$ cat src/ubw_pkg.sv
// Package: register map, field positions, timing constants and state type of the serial port
package ubw_pkg;

  // Register byte offsets on the AHB-Lite bus
  localparam logic [7:0] OFF_PORT_CTRL  = 8'h00;
  localparam logic [7:0] OFF_RX_CTRL    = 8'h04;
  localparam logic [7:0] OFF_TX_HOLD    = 8'h08;
  localparam logic [7:0] OFF_RX_HOLD    = 8'h0C;
  localparam logic [7:0] OFF_PRESCALE   = 8'h10;
  localparam logic [7:0] OFF_DIVISOR    = 8'h14;
  localparam logic [7:0] OFF_WAKE_EN    = 8'h18;
  localparam logic [7:0] OFF_WAKE_EDGE  = 8'h1C;

  // Port control register fields
  localparam int PC_CHL_LO     = 0;
  localparam int PC_CHL_HI     = 1;
  localparam int PC_TX_NINTH   = 2;
  localparam int PC_TWO_STOP   = 3;
  localparam int PC_SHORT_STOP = 4;
  localparam int PC_SYNC       = 5;
  localparam int PC_TBE        = 6;
  localparam int PC_TX_BUSY    = 7;

  // Receive control and status register fields
  localparam int RC_RX_NINTH   = 0;
  localparam int RC_ADDR_WAIT  = 1;
  localparam int RC_FRAME_ERR  = 2;
  localparam int RC_OVERRUN    = 3;
  localparam int RC_RX_FULL    = 4;

  // Widths of the divider chain
  localparam int PSEL_W = 5;
  localparam int DIV_W  = 11;

  // Oversampling per bit: sixteen asynchronous, two synchronous
  localparam logic [4:0] OSR_ASYNC      = 5'h10;
  localparam logic [4:0] OSR_SYNC       = 5'h02;
  localparam logic [4:0] HALF_ASYNC     = 5'h08;
  localparam logic [4:0] HALF_SYNC      = 5'h01;
  localparam logic [4:0] STOP_SHORT_LEN = 5'h0E;

  // Wake source bit and oscillator settling delay in instruction cycles
  localparam int         WAKE_BIT    = 3;
  localparam int         HOLD_CYCLES = 256;
  localparam logic [8:0] HOLD_LOAD   = 9'(HOLD_CYCLES - 1);

  // Receiver states
  typedef enum logic [1:0] {
    RX_IDLE  = 2'b00,
    RX_START = 2'b01,
    RX_DATA  = 2'b10,
    RX_STOP  = 2'b11
  } ubw_rx_state_t;

  // Whole state of the port
  typedef struct packed {
    logic                wr_pend;
    logic [7:0]          wr_addr;
    logic [31:0]         hrdata;
    logic                chl_lo;
    logic                chl_hi;
    logic                tx9;
    logic                two_stop;
    logic                short_stop;
    logic                sync_mode;
    logic                addr_wait;
    logic [PSEL_W-1:0]   psel;
    logic [DIV_W-1:0]    div;
    logic [7:0]          wake_enable_reg;
    logic [7:0]          wake_edge_reg;
    logic                tbe;
    logic                rx_full;
    logic                rx9;
    logic                ferr;
    logic                oerr;
    logic [7:0]          tx_buf;
    logic [11:0]         tx_sh;
    logic [3:0]          tx_bits;
    logic [4:0]          tx_sub;
    logic                tx_active;
    ubw_rx_state_t       rx_st;
    logic [8:0]          rx_sh;
    logic [3:0]          rx_bits;
    logic [4:0]          rx_sub;
    logic [7:0]          rx_buf;
    logic [5:0]          pre_acc;
    logic [DIV_W-1:0]    div_cnt;
    logic                rx_s1;
    logic                rx_s2;
    logic                rx_prev;
    logic                lp;
    logic                lp_halt;
    logic                wake;
    logic                exec_hold;
    logic [8:0]          hold_cnt;
  } ubw_state_t;

endpackage : ubw_pkg

$ cat src/ubw_usart.sv
// Serial port with baud divider, low-power reinit and wake, loopback and address filtering
`timescale 1ns/1ps
module ubw_usart (
  input  wire logic        hclk,
  input  wire logic        hresetn,
  input  wire logic        hsel,
  input  wire logic [31:0] haddr,
  input  wire logic [1:0]  htrans,
  input  wire logic        hwrite,
  input  wire logic [2:0]  hsize,
  input  wire logic [31:0] hwdata,
  input  wire logic        hready,
  output logic      [31:0] hrdata,
  output logic             hreadyout,
  output logic             hresp,
  input  wire logic        serial_in_pin,
  output logic             serial_out_pin,
  input  wire logic        halt_enter,
  input  wire logic        idle_enter,
  input  wire logic        xtal_osc,
  output logic             wake_out,
  output logic             exec_hold
);

  ubw_pkg::ubw_state_t s_q;
  ubw_pkg::ubw_state_t s_d;

  // Frame shape decoded from the length bits
  logic             loopback;
  logic             nine_bit;
  logic [3:0]       data_bits;
  logic [4:0]       osr;
  logic [4:0]       half_bit;
  logic [8:0]       tx_data9;
  logic [3:0]       tx_total;
  logic [4:0]       tx_len;
  logic             pre_tick;
  logic [5:0]       pre_sum;
  logic [5:0]       pre_mod;
  logic             samp_tick;
  logic             rx_in;
  logic             addr_phase;
  logic [7:0]       rx_data;
  logic             rx_ninth;
  logic             rx_edge;

  // Read word for a register offset
  function automatic logic [31:0] read_word(input logic [7:0] a, input ubw_pkg::ubw_state_t s);
    logic [31:0] w;
    w = 32'h0000_0000;
    unique case (a)
      ubw_pkg::OFF_PORT_CTRL:
      begin
        w[ubw_pkg::PC_CHL_LO]     = s.chl_lo;
        w[ubw_pkg::PC_CHL_HI]     = s.chl_hi;
        w[ubw_pkg::PC_TX_NINTH]   = s.tx9;
        w[ubw_pkg::PC_TWO_STOP]   = s.two_stop;
        w[ubw_pkg::PC_SHORT_STOP] = s.short_stop;
        w[ubw_pkg::PC_SYNC]       = s.sync_mode;
        w[ubw_pkg::PC_TBE]        = s.tbe;
        w[ubw_pkg::PC_TX_BUSY]    = s.tx_active;
      end
      ubw_pkg::OFF_RX_CTRL:
      begin
        w[ubw_pkg::RC_RX_NINTH]  = s.rx9;
        w[ubw_pkg::RC_ADDR_WAIT] = s.addr_wait;
        w[ubw_pkg::RC_FRAME_ERR] = s.ferr;
        w[ubw_pkg::RC_OVERRUN]   = s.oerr;
        w[ubw_pkg::RC_RX_FULL]   = s.rx_full;
      end
      ubw_pkg::OFF_RX_HOLD:   w[7:0] = s.rx_buf;
      ubw_pkg::OFF_PRESCALE:  w[ubw_pkg::PSEL_W-1:0] = s.psel;
      ubw_pkg::OFF_DIVISOR:   w[ubw_pkg::DIV_W-1:0] = s.div;
      ubw_pkg::OFF_WAKE_EN:   w[7:0] = s.wake_enable_reg;
      ubw_pkg::OFF_WAKE_EDGE: w[7:0] = s.wake_edge_reg;
      default:                w = 32'h0000_0000;
    endcase
    return w;
  endfunction : read_word

  // Frame decode shared by transmitter and receiver
  always_comb
  begin
    loopback  = s_q.chl_lo & s_q.chl_hi;
    nine_bit  = s_q.chl_hi;
    data_bits = nine_bit ? 4'h9 : (s_q.chl_lo ? 4'h7 : 4'h8);
    osr       = s_q.sync_mode ? ubw_pkg::OSR_SYNC : ubw_pkg::OSR_ASYNC;
    half_bit  = s_q.sync_mode ? ubw_pkg::HALF_SYNC : ubw_pkg::HALF_ASYNC;
    if (nine_bit)
      tx_data9 = {s_q.tx9, s_q.tx_buf};
    else if (s_q.chl_lo)
      tx_data9 = {2'b11, s_q.tx_buf[6:0]};
    else
      tx_data9 = {1'b1, s_q.tx_buf};
    tx_total  = 4'h1 + data_bits + (s_q.two_stop ? 4'h2 : 4'h1);
    // Last stop bit may be shortened to seven eighths in async mode
    tx_len    = (s_q.tx_bits == 4'h1 && s_q.short_stop && !s_q.sync_mode) ? ubw_pkg::STOP_SHORT_LEN : osr;
  end

  // Half-step prescaler: adds two per clock, ticks once per (P+1)/2 clocks
  always_comb
  begin
    pre_sum  = s_q.pre_acc + 6'h02;
    pre_mod  = 6'(s_q.psel) + 6'h01;
    pre_tick = (s_q.psel != '0) && (pre_sum >= pre_mod);
    samp_tick = pre_tick && (s_q.div_cnt == '0);
  end

  // Receive source, received word alignment and wake edge
  always_comb
  begin
    rx_in    = loopback ? s_q.tx_sh[0] : s_q.rx_s2;
    rx_ninth = nine_bit & s_q.rx_sh[8];
    if (nine_bit)
      rx_data = s_q.rx_sh[7:0];
    else if (s_q.chl_lo)
      rx_data = {1'b0, s_q.rx_sh[8:2]};
    else
      rx_data = s_q.rx_sh[8:1];
    if (s_q.wake_edge_reg[ubw_pkg::WAKE_BIT])
      rx_edge = s_q.rx_prev & ~s_q.rx_s2;
    else
      rx_edge = ~s_q.rx_prev & s_q.rx_s2;
  end

  assign addr_phase = hsel && hready && htrans[1] && (hsize == 3'b010);

  // Next state of the whole port
  always_comb
  begin
    s_d = s_q;
    s_d.wake = 1'b0;
    s_d.rx_s1 = serial_in_pin;
    s_d.rx_s2 = s_q.rx_s1;
    s_d.rx_prev = s_q.rx_s2;

    // Bus address phase: capture write target, answer reads
    s_d.wr_pend = addr_phase && hwrite;
    if (addr_phase)
      s_d.wr_addr = haddr[7:0];
    if (addr_phase && !hwrite)
    begin
      s_d.hrdata = read_word(haddr[7:0], s_q);
      if (haddr[7:0] == ubw_pkg::OFF_RX_HOLD)
        s_d.rx_full = 1'b0;
    end

    // Bus data phase: register writes
    if (s_q.wr_pend)
    begin
      unique case (s_q.wr_addr)
        ubw_pkg::OFF_PORT_CTRL:
        begin
          s_d.chl_lo     = hwdata[ubw_pkg::PC_CHL_LO];
          s_d.chl_hi     = hwdata[ubw_pkg::PC_CHL_HI];
          s_d.tx9        = hwdata[ubw_pkg::PC_TX_NINTH];
          s_d.two_stop   = hwdata[ubw_pkg::PC_TWO_STOP];
          s_d.short_stop = hwdata[ubw_pkg::PC_SHORT_STOP];
          s_d.sync_mode  = hwdata[ubw_pkg::PC_SYNC];
        end
        ubw_pkg::OFF_RX_CTRL:
        begin
          s_d.addr_wait = hwdata[ubw_pkg::RC_ADDR_WAIT];
          s_d.ferr      = 1'b0;
          s_d.oerr      = 1'b0;
        end
        ubw_pkg::OFF_TX_HOLD:
        begin
          s_d.tx_buf = hwdata[7:0];
          s_d.tbe    = 1'b0;
        end
        ubw_pkg::OFF_PRESCALE:  s_d.psel  = hwdata[ubw_pkg::PSEL_W-1:0];
        ubw_pkg::OFF_DIVISOR:   s_d.div   = hwdata[ubw_pkg::DIV_W-1:0];
        ubw_pkg::OFF_WAKE_EN:   s_d.wake_enable_reg  = hwdata[7:0];
        ubw_pkg::OFF_WAKE_EDGE: s_d.wake_edge_reg = hwdata[7:0];
        default:                s_d.wake_enable_reg  = s_q.wake_enable_reg;
      endcase
    end

    // Divider chain: prescaler then divisor counter reloaded with N-1
    if (s_q.psel == '0)
    begin
      s_d.pre_acc = 6'h00;
      s_d.div_cnt = s_q.div;
    end
    else if (pre_tick)
    begin
      s_d.pre_acc = pre_sum - pre_mod;
      s_d.div_cnt = (s_q.div_cnt == '0) ? s_q.div : s_q.div_cnt - 1'b1;
    end
    else
      s_d.pre_acc = pre_sum;

    // Transmitter: load from holding buffer, shift out LSB first
    if (!s_q.tx_active && !s_q.tbe && (s_q.psel != '0))
    begin
      s_d.tx_sh     = {2'b11, tx_data9, 1'b0};
      s_d.tx_bits   = tx_total;
      s_d.tx_sub    = 5'h00;
      s_d.tx_active = 1'b1;
      s_d.tbe       = !(s_q.wr_pend && (s_q.wr_addr == ubw_pkg::OFF_TX_HOLD));
    end
    else if (s_q.tx_active && samp_tick)
    begin
      if (s_q.tx_sub == tx_len - 5'h01)
      begin
        s_d.tx_sub = 5'h00;
        s_d.tx_sh  = {1'b1, s_q.tx_sh[11:1]};
        if (s_q.tx_bits == 4'h1)
        begin
          s_d.tx_active = 1'b0;
          s_d.tx_sh     = '1;
        end
        else
          s_d.tx_bits = s_q.tx_bits - 4'h1;
      end
      else
        s_d.tx_sub = s_q.tx_sub + 5'h01;
    end

    // Receiver: verify start at mid-bit, then sample each bit once at mid-bit
    if (samp_tick)
    begin
      unique case (s_q.rx_st)
        ubw_pkg::RX_IDLE:
        begin
          if (!rx_in)
          begin
            s_d.rx_st  = ubw_pkg::RX_START;
            s_d.rx_sub = 5'h00;
          end
        end
        ubw_pkg::RX_START:
        begin
          if (s_q.rx_sub == half_bit - 5'h01)
          begin
            s_d.rx_sub  = 5'h00;
            s_d.rx_bits = data_bits;
            s_d.rx_st   = rx_in ? ubw_pkg::RX_IDLE : ubw_pkg::RX_DATA;
          end
          else
            s_d.rx_sub = s_q.rx_sub + 5'h01;
        end
        ubw_pkg::RX_DATA:
        begin
          if (s_q.rx_sub == osr - 5'h01)
          begin
            s_d.rx_sub  = 5'h00;
            s_d.rx_sh   = {rx_in, s_q.rx_sh[8:1]};
            s_d.rx_bits = s_q.rx_bits - 4'h1;
            if (s_q.rx_bits == 4'h1)
              s_d.rx_st = ubw_pkg::RX_STOP;
          end
          else
            s_d.rx_sub = s_q.rx_sub + 5'h01;
        end
        ubw_pkg::RX_STOP:
        begin
          if (s_q.rx_sub == osr - 5'h01)
          begin
            s_d.rx_st  = ubw_pkg::RX_IDLE;
            s_d.rx_sub = 5'h00;
            // Data characters are dropped while waiting for an address
            if (!(s_q.addr_wait && !rx_ninth))
            begin
              if (s_d.rx_full)
                s_d.oerr = 1'b1;
              s_d.rx_buf  = rx_data;
              s_d.rx9     = rx_ninth;
              s_d.rx_full = 1'b1;
              s_d.ferr    = s_d.ferr | ~rx_in;
              if (rx_ninth)
                s_d.addr_wait = 1'b0;
            end
          end
          else
            s_d.rx_sub = s_q.rx_sub + 5'h01;
        end
      endcase
    end

    // Low-power entry: reinitialise read-only state, keep buffers
    if (halt_enter || idle_enter)
    begin
      s_d.lp        = 1'b1;
      s_d.lp_halt   = halt_enter;
      s_d.tbe       = 1'b1;
      s_d.tx_active = 1'b0;
      s_d.rx_full   = 1'b0;
      s_d.rx9       = 1'b0;
      s_d.ferr      = 1'b0;
      s_d.oerr      = 1'b0;
      s_d.rx_st     = ubw_pkg::RX_IDLE;
      s_d.tx_sh     = '1;
      s_d.tx_buf    = s_q.tx_buf;
    end
    else if (s_q.lp && s_q.wake_enable_reg[ubw_pkg::WAKE_BIT] && rx_edge)
    begin
      // Edge on the receive pin chosen by the wake edge bit (falling, a start bit, when set; else rising) ends low-power
      s_d.lp   = 1'b0;
      s_d.wake = 1'b1;
      if (s_q.lp_halt && xtal_osc)
      begin
        s_d.exec_hold = 1'b1;
        s_d.hold_cnt  = ubw_pkg::HOLD_LOAD;
      end
    end

    // Oscillator settling hold-off after halt exit
    if (s_q.exec_hold)
    begin
      if (s_q.hold_cnt == 9'h000)
        s_d.exec_hold = 1'b0;
      else
        s_d.hold_cnt = s_q.hold_cnt - 9'h001;
    end
  end

  // State register with asynchronous reset to constants
  always_ff @(posedge hclk or negedge hresetn)
  begin
    if (!hresetn)
    begin
      s_q         <= '0;
      s_q.tbe     <= 1'b1;
      s_q.tx_sh   <= '1;
      s_q.rx_s1   <= 1'b1;
      s_q.rx_s2   <= 1'b1;
      s_q.rx_prev <= 1'b1;
    end
    else
      s_q <= s_d;
  end

  // Outputs come straight from state, except hreadyout and hresp which are constants
  assign hrdata         = s_q.hrdata;
  assign hreadyout      = 1'b1;
  assign hresp          = 1'b0;
  assign serial_out_pin = s_q.tx_sh[0];
  assign wake_out       = s_q.wake;
  assign exec_hold      = s_q.exec_hold;

endmodule : ubw_usart

$ cat config.mk
export PLATFORM = sky130hd
export DESIGN_NAME = ubw_usart
export DESIGN_NICKNAME = d
export VERILOG_FILES = /design/src/ubw_pkg.sv /design/src/ubw_usart.sv
export SDC_FILE = /design/constraint.sdc
export NUM_CORES = 1
export LEC_CHECK = 0
export BUFFER_PORTS_ARGS = -buffer_cell sky130_fd_sc_hd__buf_2
export CORE_ASPECT_RATIO = 0.9
export CORE_MARGIN = 1
export CORE_UTILIZATION = 32
export CTS_BUF_LIST = sky130_fd_sc_hd__clkbuf_8
export DETAILED_ROUTE_END_ITERATION = 10
export GPL_TIMING_DRIVEN = 0
export PLACE_DENSITY_LB_ADDON = 0.2
export SLEW_MARGIN = 20
export SYNTH_ARGS = -nofsm -noshare
export SYNTH_HDL_FRONTEND = slang
export SYNTH_SLANG_ARGS = --single-unit
$ cat constraint.sdc
create_clock -name hclk -period 2.5 [get_ports hclk]
set_input_delay 0.5 -clock hclk [delete_from_list [all_inputs] [get_ports hclk]]
set_output_delay 0.5 -clock hclk [all_outputs]
set_load 0.05 [all_outputs]
Word-level counts from Yosys, hierarchy flattened
Cells that the tools add are included.
{ "totals": {"wordCells": 234, "regBits": 155, "input_bits": 78} }
{ "op_classes": {"muxes": 78, "n_reduce_logical": 61, "n_addsub": 14, "bitwise": 10, "n_lt_le_gt_ge": 1, "eq_ne": 31} }
{ "ops": {"columns": ["cell", "n"], "rows": [
  ["8-bit 2-to-1 mux", 9],
  ["11-bit 2-to-1 mux", 6],
  ["8-bit by 5-bit == test with 1-bit output (second input constant)", 8],
  ["22-bit 2-to-1 mux", 2],
  ["4-bit 2-to-1 mux", 9],
  ["5-bit 2-to-1 mux", 7],
  ["5-bit one-hot mux with 7 select lines", 1],
  ["34-bit 2-to-1 mux", 1],
  ["10-bit 2-to-1 mux", 3],
  ["28-bit 2-to-1 mux", 1],
  ["9-bit 2-to-1 mux", 3],
  ["25-bit 2-to-1 mux", 1],
  ["1-bit 2-to-1 mux", 18],
  ["1-bit logical AND", 17],
  ["17-bit 2-to-1 mux", 1],
  ["8-bit by 3-bit == test with 1-bit output (second input constant)", 2],
  ["8-bit by 4-bit == test with 1-bit output (second input constant)", 2],
  ["8-bit logical NOT", 2],
  ["16-bit 2-to-1 mux", 1],
  ["2-bit AND reduction", 8],
  ["2-bit nonzero test", 8],
  ["5-bit == test", 3],
  ["15-bit 2-to-1 mux", 1],
  ["3-bit != test (second input constant)", 5],
  ["other kinds (40)", 76]
]} }

Longest topological paths before layout
Gate-level depths: netlist of the first run.
{ "depth": {"ltp_word": 11, "mapped_depth": 11} }

Least setup slack after synthesis of the first run
No wires, ideal clock.
{ "synth_timing": {"kind": "register to register", "start": "reg s_q[28] in the netlist's numbering", "end": "reg s_q[66] in the netlist's numbering", "path_stages_with_launch": 10, "slack_ns": -0.059, "setup_ns": 0.077, "period_less_slack_ns": 2.559, "n_path_buf": 0, "t_arrival_ns": 2.481, "path_cell_list": "dfrtp_1 ha_1 nand3_1 xnor2_1 ha_1 nand4_1 o22a_1 a211o_1 or4_1 a21oi_1"} }
{ "synth_between": {"elab_chain_len": 6} }
{ "synth_lines": {"columns": ["item", "line", "text"], "rows": [
  ["from (decl)", "ubw_usart.sv:25", "ubw_pkg::ubw_state_t s_q;"],
  ["6-bit by 2-bit adder with 6-bit output", "ubw_usart.sv:103", "pre_sum = s_q.pre_acc + 6'h02;"],
  ["6-bit greater-or-equal comparator", "ubw_usart.sv:105", "pre_tick = (s_q.psel != '0) && (pre_sum >= pre_mod);"],
  ["1-bit logical AND", "ubw_usart.sv:105", null],
  ["1-bit logical AND", "ubw_usart.sv:106", "samp_tick = pre_tick && (s_q.div_cnt == '0);"],
  ["1-bit logical AND", "ubw_usart.sv:203", "else if (s_q.tx_active && samp_tick)"],
  ["2-bit nonzero test (no line)", null, null]
]} }
Every way passes these cells.
A chain may end at the register's enable or synchronous reset.

==> results.py, run 1 <==
metrics = {
    "worst_setup_path": {
        "slowest_delay_ps": 430,
        "cp_num_buf_inv": 2,
        "cp_slowest_cell": "dfrtp_1",
        "critPathMaxFanout": 5,
        "crit_start": "s_q[124]$_DFFE_PN0P_",
        "path_cells": "ha_2 -> nand3_2 -> xor2_2 -> ha_4 -> nand4_1 -> o22a_4 -> a211oi_4 -> buf_4 -> nand3b_4 -> clkbuf_16 -> o22ai_2",
        "crit-reg2reg-launch": "s_q[124]$_DFFE_PN0P_",
        "r2r-end": "s_q[92]$_DFF_PN0_",
        "crit_family": "compound AO/OA/AOI/OAI gates",
        "critPathKind": "flip-flop to flip-flop",
        "endpoint_kind": "flip-flop",
        "worst-r2r-cell-count": 11,
        "required_ps": 2880,
        "worstPathArrival_ps": 3110,
        "rrSetupSlack_ps": -230,
        "startpoint_type": "flip-flop",
    },
    "yosys": {
        "synth_cell_types": 79,
        "synthArstFlopShare_pct": 100.0,
        "seq_area_frac_synth_pct": 46.60,
        "syn_area_per_cell_um2": 10.18,
        "synth_edf_count": 0,
        "ys_warn_count": 0,
        "synth_top_area_share_pct": 42.15,
        "synth.cell_area_mm2": 0.008253,
        "synth_area_leader_cell": "dfrtp_1",
        "syn_inst": 811,
        "ys_dominant_reg_cell": "dfrtp_1",
        "synth_area_leaders": "dfrtp_1, mux2_2, dfstp_2, nand2_1, buf_4",
        "yosys_register_bits": 153,
    },
    "layout": {
        "nets": 1036,
        "multi_input_area_mm2": 0.004414,
        "area.growth.synth_to_final_pct": 23.59,
        "layout.cells.non_filler": 1291,
        "n_antenna_cell": 0,
        "fillers": 2496,
        "mostFrequentLayoutCell": "dfrtp_1",
        "fin_util_pct": 40.39,
        "design_area_mm2": 0.01020,
        "ff_latch_area_mm2": 0.003847,
        "layout-drive-gt1-share_pct": 33.30,
        "layout_common_cells": "dfrtp_1, nor2_1, nand2_1, buf_4, mux2_2",
    },
    "placement": {
        "io_buffers": 45,
        "place_area_mm2": 0.009024,
        "pre_cts_slack_ps": -605.7,
        "gp_congestion": 0.7830,
        "placed_cells": 1220,
        "dpl.hpwl_um": 14970,
    },
    "die": {
        "core_mm2": 0.02526,
        "chipWidth_um": 171.3,
        "pin_count": 115,
        "num_rows": 55,
        "die_h_um": 154.4,
        "initial_core_util_pct": 32.68,
        "die-area_mm2": 0.02644,
    },
    "clocking": {
        "clock_sinks": 153,
        "htreeDepth": 4,
        "clkSlewWorstSetupHoldPaths_ps": 100,
        "clk_latency_ps": 470,
        "root_buffer": "clkbuf_8",
        "cts_buffers": 17,
        "clock_path_buffers": 2,
        "cts_tree": "yes",
    },
    "global_route": {
        "grt_max_degree": 88,
        "antenna_found_initial": 0,
        "first_global_vias": 6126,
        "grt_overflow": 0,
        "grt_usage_pct": 16.65,
        "grt_pass1_wl_um": 34090,
    },
    "route": {
        "vias": 6405,
        "viasPerCell": 4.961,
        "drtIter0Drc": 304,
        "wl_um": 21440,
        "ant_nets": 0,
        "first_pass_iters": 5,
        "drc": 0,
        "avgRoutedWirePerCell_um": 16.61,
    },
    "sta": {
        "rsz0062_at_grt": "true",
        "fin_setup_tns_ps": -7375,
        "worst_pin_slew_ps": 985.0,
        "skew_ps": 16.45,
        "setup_viol": 45,
        "finalHoldViolCount": 0,
        "period_minus_slack_ps": 2727,
        "maxSlewViolCount": 0,
        "layout_setup_ws_ps": -227.2,
        "timing.final.crit_share_pct": 109.1,
        "slew_headroom_pct": 34.19,
        "clock.fmax_mhz": 366.7,
    },
    "job": {
        "maxCapViolCount": 0,
    },
    "power_and_ir_drop": {
        "power.density_mw_per_mm2": 748.0,
        "leakagePower_nw": 4.519,
        "peakVddDrop_uv": 414.2,
    },
    "run_status": {
        "status": "finished with violations",
        "violations": "setup timing",
    },
    "min_path": {
        "hp-class": "primary input to asynchronous set/reset pin",
    },
}
where the power goes:
part	internal [W]	switching [W]
registers	0.00269	0.000232
logic	0.00131	0.00150
clock network	0.000890	0.00101
cell usage after synthesis (all sizes together), types with 5 or more instances:
| cell type | instances |
|---|---|
| ha | 21 |
| a22o | 5 |
| dfstp | 14 |
| buf | 41 |
| nand2b | 6 |
| a21oi | 49 |
| xnor2 | 12 |
| nor2b | 7 |
| mux2 | 62 |
| mux2i | 12 |
| clkbuf | 19 |
| o21ai | 65 |
| o211ai | 6 |
| inv | 25 |
| dfrtp | 139 |
| mux4 | 5 |
| nor3 | 41 |
| nor2 | 65 |
| nand3b | 8 |
| nand2 | 75 |
| a221oi | 7 |
| a211o | 9 |
| nand3 | 35 |
| xor2 | 7 |
sequential cells by signal (all words and copies together), names as in the netlist:
signal	flops
s_q	136
hrdata	11
s_d	2
exec_hold	1
nine_bit	1
serial_out_pin	1
wake_out	1
worst max-delay path by stage:
stage / to / slack [ps] / cells after the start
global route: s_q[60]$_DFFE_PN0P_ / -360 / 12
floorplan: s_q[79]$_DFFE_PN1P_ / 5 / 11
CTS: s_q[45]$_DFFE_PN0P_ / -180 / 11
detailed placement: s_q[59]$_DFFE_PN0P_ / -610 / 9
finish: s_q[92]$_DFF_PN0_ / -230 / 11
global placement: s_q[31]$_DFF_PN0_ / -1560 / 1
cells by family (layout without fill, tap and decap cells):
| group | count (synthesis) | after routing | share of synthesized area (%) |
|---|---|---|---|
| flops | 153 | 153 | 46.60 |
| other cells | 2 | 23 | 0.09100 |
| buf+inv | 85 | 202 | 5.670 |
| xor+xnor | 19 | 19 | 2.016 |
| simple gates | 270 | 270 | 16.68 |
| mux | 79 | 79 | 11.28 |
| compound gates | 181 | 181 | 14.24 |
| fa+ha+maj | 22 | 22 | 3.426 |
layout make-up:
type	instances	area share [%]
repair buffers	85	6.109
inverters	25	0.9200
clock inverters	15	1.497
flip-flops and latches	153	37.72
multi-input cells	594	43.28
plain buffers	60	3.987
well taps	342	4.195
clock buffers	17	2.294
metrics by stage:
step	hold slack (ps)	total power [W]
2_1_floorplan	204.4	0.004325
3_3_place_gp	347.4	0.004861
3_5_place_dp	348.4	0.004876
4_1_cts	35.16	0.007116
5_1_grt	56.65	0.008063
6_report	19.62	0.007630
per-layer routing:
metal | track usage (%) | share of wire [%] | vias to the layer above
li1 | - | - | 3125
met3 | 2.405 | 2.9 | 25
met1 | 24.04 | 50 | 3138
met2 | 25.55 | 46 | 117
met4 | 5.145 | 1.9 | 0
met5 | 0 | 0 | -
what timing repair did:
item                                    CTS  global route
endpoints found under the setup margin   65            70
pin swaps                                12            41
hold buffers                              0             0
gates resized for setup                  35            76
buffers inserted                         15            21
gates cloned                              1             2
(Power assumes the default switching activity.)
==> run 2: changes to the inputs <==
==> constraint.sdc (replaced) <==
create_clock -name hclk -period 2.3 [get_ports hclk]
set_input_delay 0.46 -clock hclk [delete_from_list [all_inputs] [get_ports hclk]]
set_output_delay 0.46 -clock hclk [all_outputs]
set_load 0.05 [all_outputs]
==> results.py, run 2 (synthesized netlist as in run 1, its figures left out) <==
metrics = {
    "route": {
        "wl_um": 21970,
        "first_pass_iters": 5,
        "wl_met3_um": 840,
        "ant_nets": 0,
        "vias": 6462,
        "top_layer": "met4",
        "drtIter0Drc": 404,
        "viasPerCell": 4.986,
        "wl_met2_um": 9748,
        "met1_length_um": 11160,
        "avgRoutedWirePerCell_um": 16.95,
        "drc": 0,
    },
    "global_route": {
        "grt_usage_pct": 17.04,
        "first_global_vias": 6130,
        "grt_pass1_wl_um": 34520,
        "grt_overflow": 0,
        "grt_max_degree": 82,
        "antenna_found_initial": 0,
    },
    "layout": {
        "n_antenna_cell": 0,
        "regMostFlops": "s_q",
        "largest_reg_flops": 136,
        "fillers": 2437,
        "design_area_mm2": 0.01028,
        "layout_common_cells": "dfrtp_1, nand2_1, nor2_1",
        "layout.cells.non_filler": 1296,
        "nets": 1041,
        "area.growth.synth_to_final_pct": 24.56,
        "layout-drive-gt1-share_pct": 33.54,
        "mostFrequentLayoutCell": "dfrtp_1",
    },
    "sta": {
        "rsz0062_at_grt": "true",
        "skew_ps": 18.13,
        "finalHoldViolCount": 0,
        "worst_pin_slew_ps": 915.9,
        "maxSlewViolCount": 0,
        "setup_viol": 69,
        "layout_setup_ws_ps": -442.7,
        "clock.fmax_mhz": 364.6,
        "fin_setup_tns_ps": -18900,
        "slew_headroom_pct": 38.61,
        "period_minus_slack_ps": 2743,
        "timing.final.crit_share_pct": 119.2,
        "timing.hold.ws_ps": 85.83,
    },
    "worst_setup_path": {
        "critPathKind": "flip-flop to flip-flop",
        "worstPathArrival_ps": 3150,
        "required_ps": 2700,
        "critPathMaxFanout": 4,
        "endpoint_kind": "flip-flop",
        "startpoint_type": "flip-flop",
    },
    "job": {
        "maxCapViolCount": 0,
    },
    "die": {
        "die-area_mm2": 0.02644,
        "num_rows": 55,
        "die_h_um": 154.4,
        "chipWidth_um": 171.3,
        "initial_core_util_pct": 32.68,
        "pin_count": 115,
        "core_mm2": 0.02526,
    },
    "placement": {
        "place_area_mm2": 0.009121,
        "placed_cells": 1220,
        "dpl.hpwl_um": 15230,
        "gp_congestion": 0.8041,
        "io_buffers": 45,
    },
    "run_status": {
        "status": "finished with violations",
        "violations": "setup timing",
    },
    "clocking": {
        "cts_tree": "yes",
        "clock_path_buffers": 2,
        "cts_buffers": 17,
        "clock_sinks": 153,
        "root_buffer": "clkbuf_8",
        "clk_latency_ps": 480,
        "clkSlewWorstSetupHoldPaths_ps": 90,
        "htreeDepth": 4,
    },
    "power_and_ir_drop": {
        "power.density_mw_per_mm2": 838.0,
        "leakagePower_nw": 4.560,
        "peakVddDrop_uv": 442.3,
    },
    "min_path": {
        "hp-class": "primary input to flip-flop",
    },
}
==> run 2: timing repair <==
action / 4_1_cts / 5_1_grt
endpoints found under the hold margin: 60 / 0
endpoints found under the setup margin: 82 / 80
gates resized for setup: 39 / 60
pin swaps: 21 / 27
buffers inserted: 27 / 11
gates cloned: 2 / 3
hold buffers: 1 / 0
==> run 2: metal layers <==
layer / track usage [%] / vias to the layer above
li1: - / 3134
met1: 25.43 / 3187
met2: 25.32 / 123
met3: 2.482 / 18
met4: 4.932 / 0
met5: 0 / -
==> run 2: final timing paths <==
check / startpoint / to / slack (ps) / depth (start not counted)
min in group asynchronous: hresetn / s_q[6]$_DFF_PN0_ / 530 / 2
worst max register to register: s_q[123]$_DFFE_PN0P_ / s_q[66]$_DFFE_PN0P_ / -440 / 9
worst max-delay path: s_q[123]$_DFFE_PN0P_ / s_q[66]$_DFFE_PN0P_ / -440 / 9
max in group asynchronous: hresetn / s_q[78]$_DFFE_PN1P_ / 850 / 3
worst min-delay path: serial_in_pin / s_d[14]$_DFF_PN1_ / 90 / 1
worst min register to register: s_d[14]$_DFF_PN1_ / s_d[13]$_DFF_PN1_ / 350 / 0
==> run 2: metrics by stage <==
stage	power [W]	utilization (%)	setup slack, ps
4_1_cts	0.008225	39.34	-347.7
3_3_place_gp	0.005345	35.95	-2061
5_1_grt	0.009152	40.70	-568.3
3_5_place_dp	0.005369	36.12	-722.5
2_1_floorplan	0.004762	-	-140.6
6_report	0.008615	40.70	-442.7
==> run 2: layout make-up <==
class	count	area, um2	share of cell area (%)
sequential	153	3847	37.43
clock buffer	17	234.0	2.276
inverter	25	93.84	0.9128
clock inverter	15	173.9	1.692
tap	342	427.9	4.163
multi-input combinational	595	4438	43.17
timing repair buffer	89	660.6	6.426
buffer	60	404.1	3.931
==> run 2: critical path, stage by stage (launching register included) <==
cell	delay [ps]
dfrtp_1	430
ha_2	220
nand3_2	80
xor2_1	170
ha_1	340
nand4_1	160
o22a_4	300
a211o_4	350
or4_4	480
a21oi_2	140
==> run 2: power by group <==
group	switching, W	internal (W)	total (W)
clock	0.00126	0.000928	0.00218
sequential	0.000250	0.00292	0.00317
combinational	0.00176	0.00150	0.00326
total	0.00327	0.00535	0.00861
==> run 3: changes to the inputs <==
--- a/config.mk
+++ b/config.mk
@@ -13,6 +13,7 @@
 export DETAILED_ROUTE_END_ITERATION = 10
 export GPL_TIMING_DRIVEN = 0
 export PLACE_DENSITY_LB_ADDON = 0.2
+export SETUP_SLACK_MARGIN = 0.1
 export SLEW_MARGIN = 20
 export SYNTH_ARGS = -nofsm -noshare
 export SYNTH_HDL_FRONTEND = slang
==> results.py, run 3 (synthesized netlist as in run 1, its figures left out) <==
metrics = {
    "die": {
        "pin_count": 115,
        "core_mm2": 0.02526,
        "initial_core_util_pct": 32.68,
        "die-area_mm2": 0.02644,
        "die_h_um": 154.4,
        "chipWidth_um": 171.3,
        "num_rows": 55,
    },
    "worst_setup_path": {
        "crit_start": "s_q[28]$_DFF_PN0_",
        "worst-r2r-cell-count": 10,
        "crit-reg2reg-launch": "s_q[28]$_DFF_PN0_",
        "worstPathArrival_ps": 3010,
        "cp_slowest_cell": "dfrtp_1",
        "slowest_delay_ps": 440,
        "endpoint_kind": "flip-flop",
        "cp_num_cells": 10,
        "startpoint_type": "flip-flop",
        "crit_end": "s_q[45]$_DFFE_PN0P_",
        "critPathMaxFanout": 5,
        "rrSetupSlack_ps": -330,
        "critPathKind": "flip-flop to flip-flop",
        "cp_num_buf_inv": 1,
        "r2r-end": "s_q[45]$_DFFE_PN0P_",
        "required_ps": 2680,
        "crit_family": "compound AO/OA/AOI/OAI gates",
        "path_cells": "ha_4 -> xor2_1 -> ha_2 -> nand4_1 -> o22a_4 -> a211oi_4 -> buf_12 -> o31a_1 -> nand2_2 -> o31ai_2",
    },
    "route": {
        "avgRoutedWirePerCell_um": 16.78,
        "viasPerCell": 5.059,
        "ant_nets": 0,
        "drtIter0Drc": 453,
        "vias": 6556,
        "wl_um": 21750,
        "first_pass_iters": 5,
        "drc": 0,
    },
    "clocking": {
        "htreeDepth": 4,
        "clock_path_buffers": 2,
        "clk_latency_ps": 470,
        "cts_tree": "yes",
        "cts_buffers": 17,
        "clock_sinks": 153,
        "clkSlewWorstSetupHoldPaths_ps": 100,
        "root_buffer": "clkbuf_8",
    },
    "layout": {
        "regMostFlops": "s_q",
        "layout-drive-gt1-share_pct": 34.28,
        "layout_common_cells": "dfrtp_1, nand2_1, nor2_1",
        "mostFrequentLayoutCell": "dfrtp_1",
        "largest_reg_flops": 136,
        "layout.cells.non_filler": 1296,
        "fillers": 2475,
        "n_antenna_cell": 0,
        "nets": 1041,
        "area.growth.synth_to_final_pct": 25.68,
    },
    "global_route": {
        "grt_usage_pct": 17.02,
        "first_global_vias": 6280,
        "grt_max_degree": 81,
        "grt_pass1_wl_um": 34640,
        "antenna_found_initial": 0,
        "grt_overflow": 0,
    },
    "sta": {
        "clock.fmax_mhz": 380.2,
        "rsz0062_at_grt": "true",
        "layout_setup_ws_ps": -330.3,
        "skew_ps": 17.28,
        "period_minus_slack_ps": 2630,
        "timing.final.crit_share_pct": 114.4,
        "fin_setup_tns_ps": -13220,
        "setup_viol": 64,
        "worst_pin_slew_ps": 840.9,
        "slew_headroom_pct": 43.73,
        "maxSlewViolCount": 0,
        "finalHoldViolCount": 0,
    },
    "job": {
        "maxCapViolCount": 0,
    },
    "placement": {
        "gp_congestion": 0.7963,
        "io_buffers": 45,
        "placed_cells": 1220,
        "dpl.hpwl_um": 15460,
    },
    "run_status": {
        "status": "finished with violations",
        "violations": "setup timing",
    },
    "power_and_ir_drop": {
        "peakVddDrop_uv": 396.1,
        "leakagePower_nw": 4.563,
        "power.density_mw_per_mm2": 820.9,
    },
    "min_path": {
        "holdPathStages": 1,
        "hp-class": "primary input to flip-flop",
    },
}
[run 3: changes by cell type in the layout (fill, tap and decap cells not counted), moves of 3 or more]
cell | before | now
a21oi_2 | 11 | 1
mux2_1 | 5 | 1
mux2_4 | 3 | 7
nor3_1 | 33 | 30
a21oi_1 | 34 | 43
buf_6 | 11 | 14
ha_4 | 2 | 5
[run 3: metal layers]
layer  global-route usage, %  part of all wire [%]  wire length (um)
met1                   24.85                    50             10940
met2                   26.00                    45              9835
met3                   2.840                   3.4               744
met4                   4.252                   1.0               223
met5                       0                     0                 0
[run 3: worst min-delay path by stage]
stage	start	to
final	serial_in_pin	s_d[14]$_DFF_PN1_
after global routing	serial_in_pin	s_d[14]$_DFF_PN1_
after CTS	serial_in_pin	s_d[14]$_DFF_PN1_
after detailed placement	s_d[14]$_DFF_PN1_	s_d[13]$_DFF_PN1_
after global placement	s_d[14]$_DFF_PN1_	s_d[13]$_DFF_PN1_
after floorplan	hresetn	exec_hold$_DFF_PN0_
[run 3: what timing repair did]
| item | CTS | global route |
|---|---|---|
| endpoints found under the hold margin | 67 | 0 |
| gates resized for setup | 53 | 63 |
| hold buffers | 1 | 0 |
| setup buffers | 29 | 10 |
| pin swaps | 14 | 22 |
| gates cloned | 3 | 1 |
| endpoints found under the setup margin | 90 | 106 |
[run 3: layout make-up]
cell class	instances	area, um2	area share, %
multi-input cells	595	4523	43.61
flip-flops and latches	153	3850	37.12
repair buffers	89	655.6	6.321
well taps	342	427.9	4.125
plain buffers	60	417.9	4.029
clock buffers	18	247.7	2.388
clock inverters	14	153.9	1.484
inverters	25	96.34	0.9288
[run 3: power breakdown]
group	switching (W)	leakage (nW)	internal (W)
Sequential	0.000268	1.97	0.00292
Clock	0.00122	0.201	0.000849
Combinational	0.00170	2.39	0.00155
Total	0.00319	4.56	0.00532
[run 3: per-stage QoR]
| stage | worst slack [ps] | power, W | hold WS [ps] | utilization, % | area, um2 |
|---|---|---|---|---|---|
| after floorplan | -123.8 | 0.004813 | 164.4 | - | 8441 |
| after global placement | -2031 | 0.005408 | 347.8 | 36.01 | 9094 |
| after detailed placement | -640.5 | 0.005424 | 350.1 | 36.16 | 9131 |
| after CTS | -321.1 | 0.008038 | 45.73 | 39.58 | 9996 |
| after global routing | -454.6 | 0.009032 | 45.04 | 41.07 | 10370 |
| final | -330.3 | 0.008514 | 82.79 | 41.07 | 10370 |
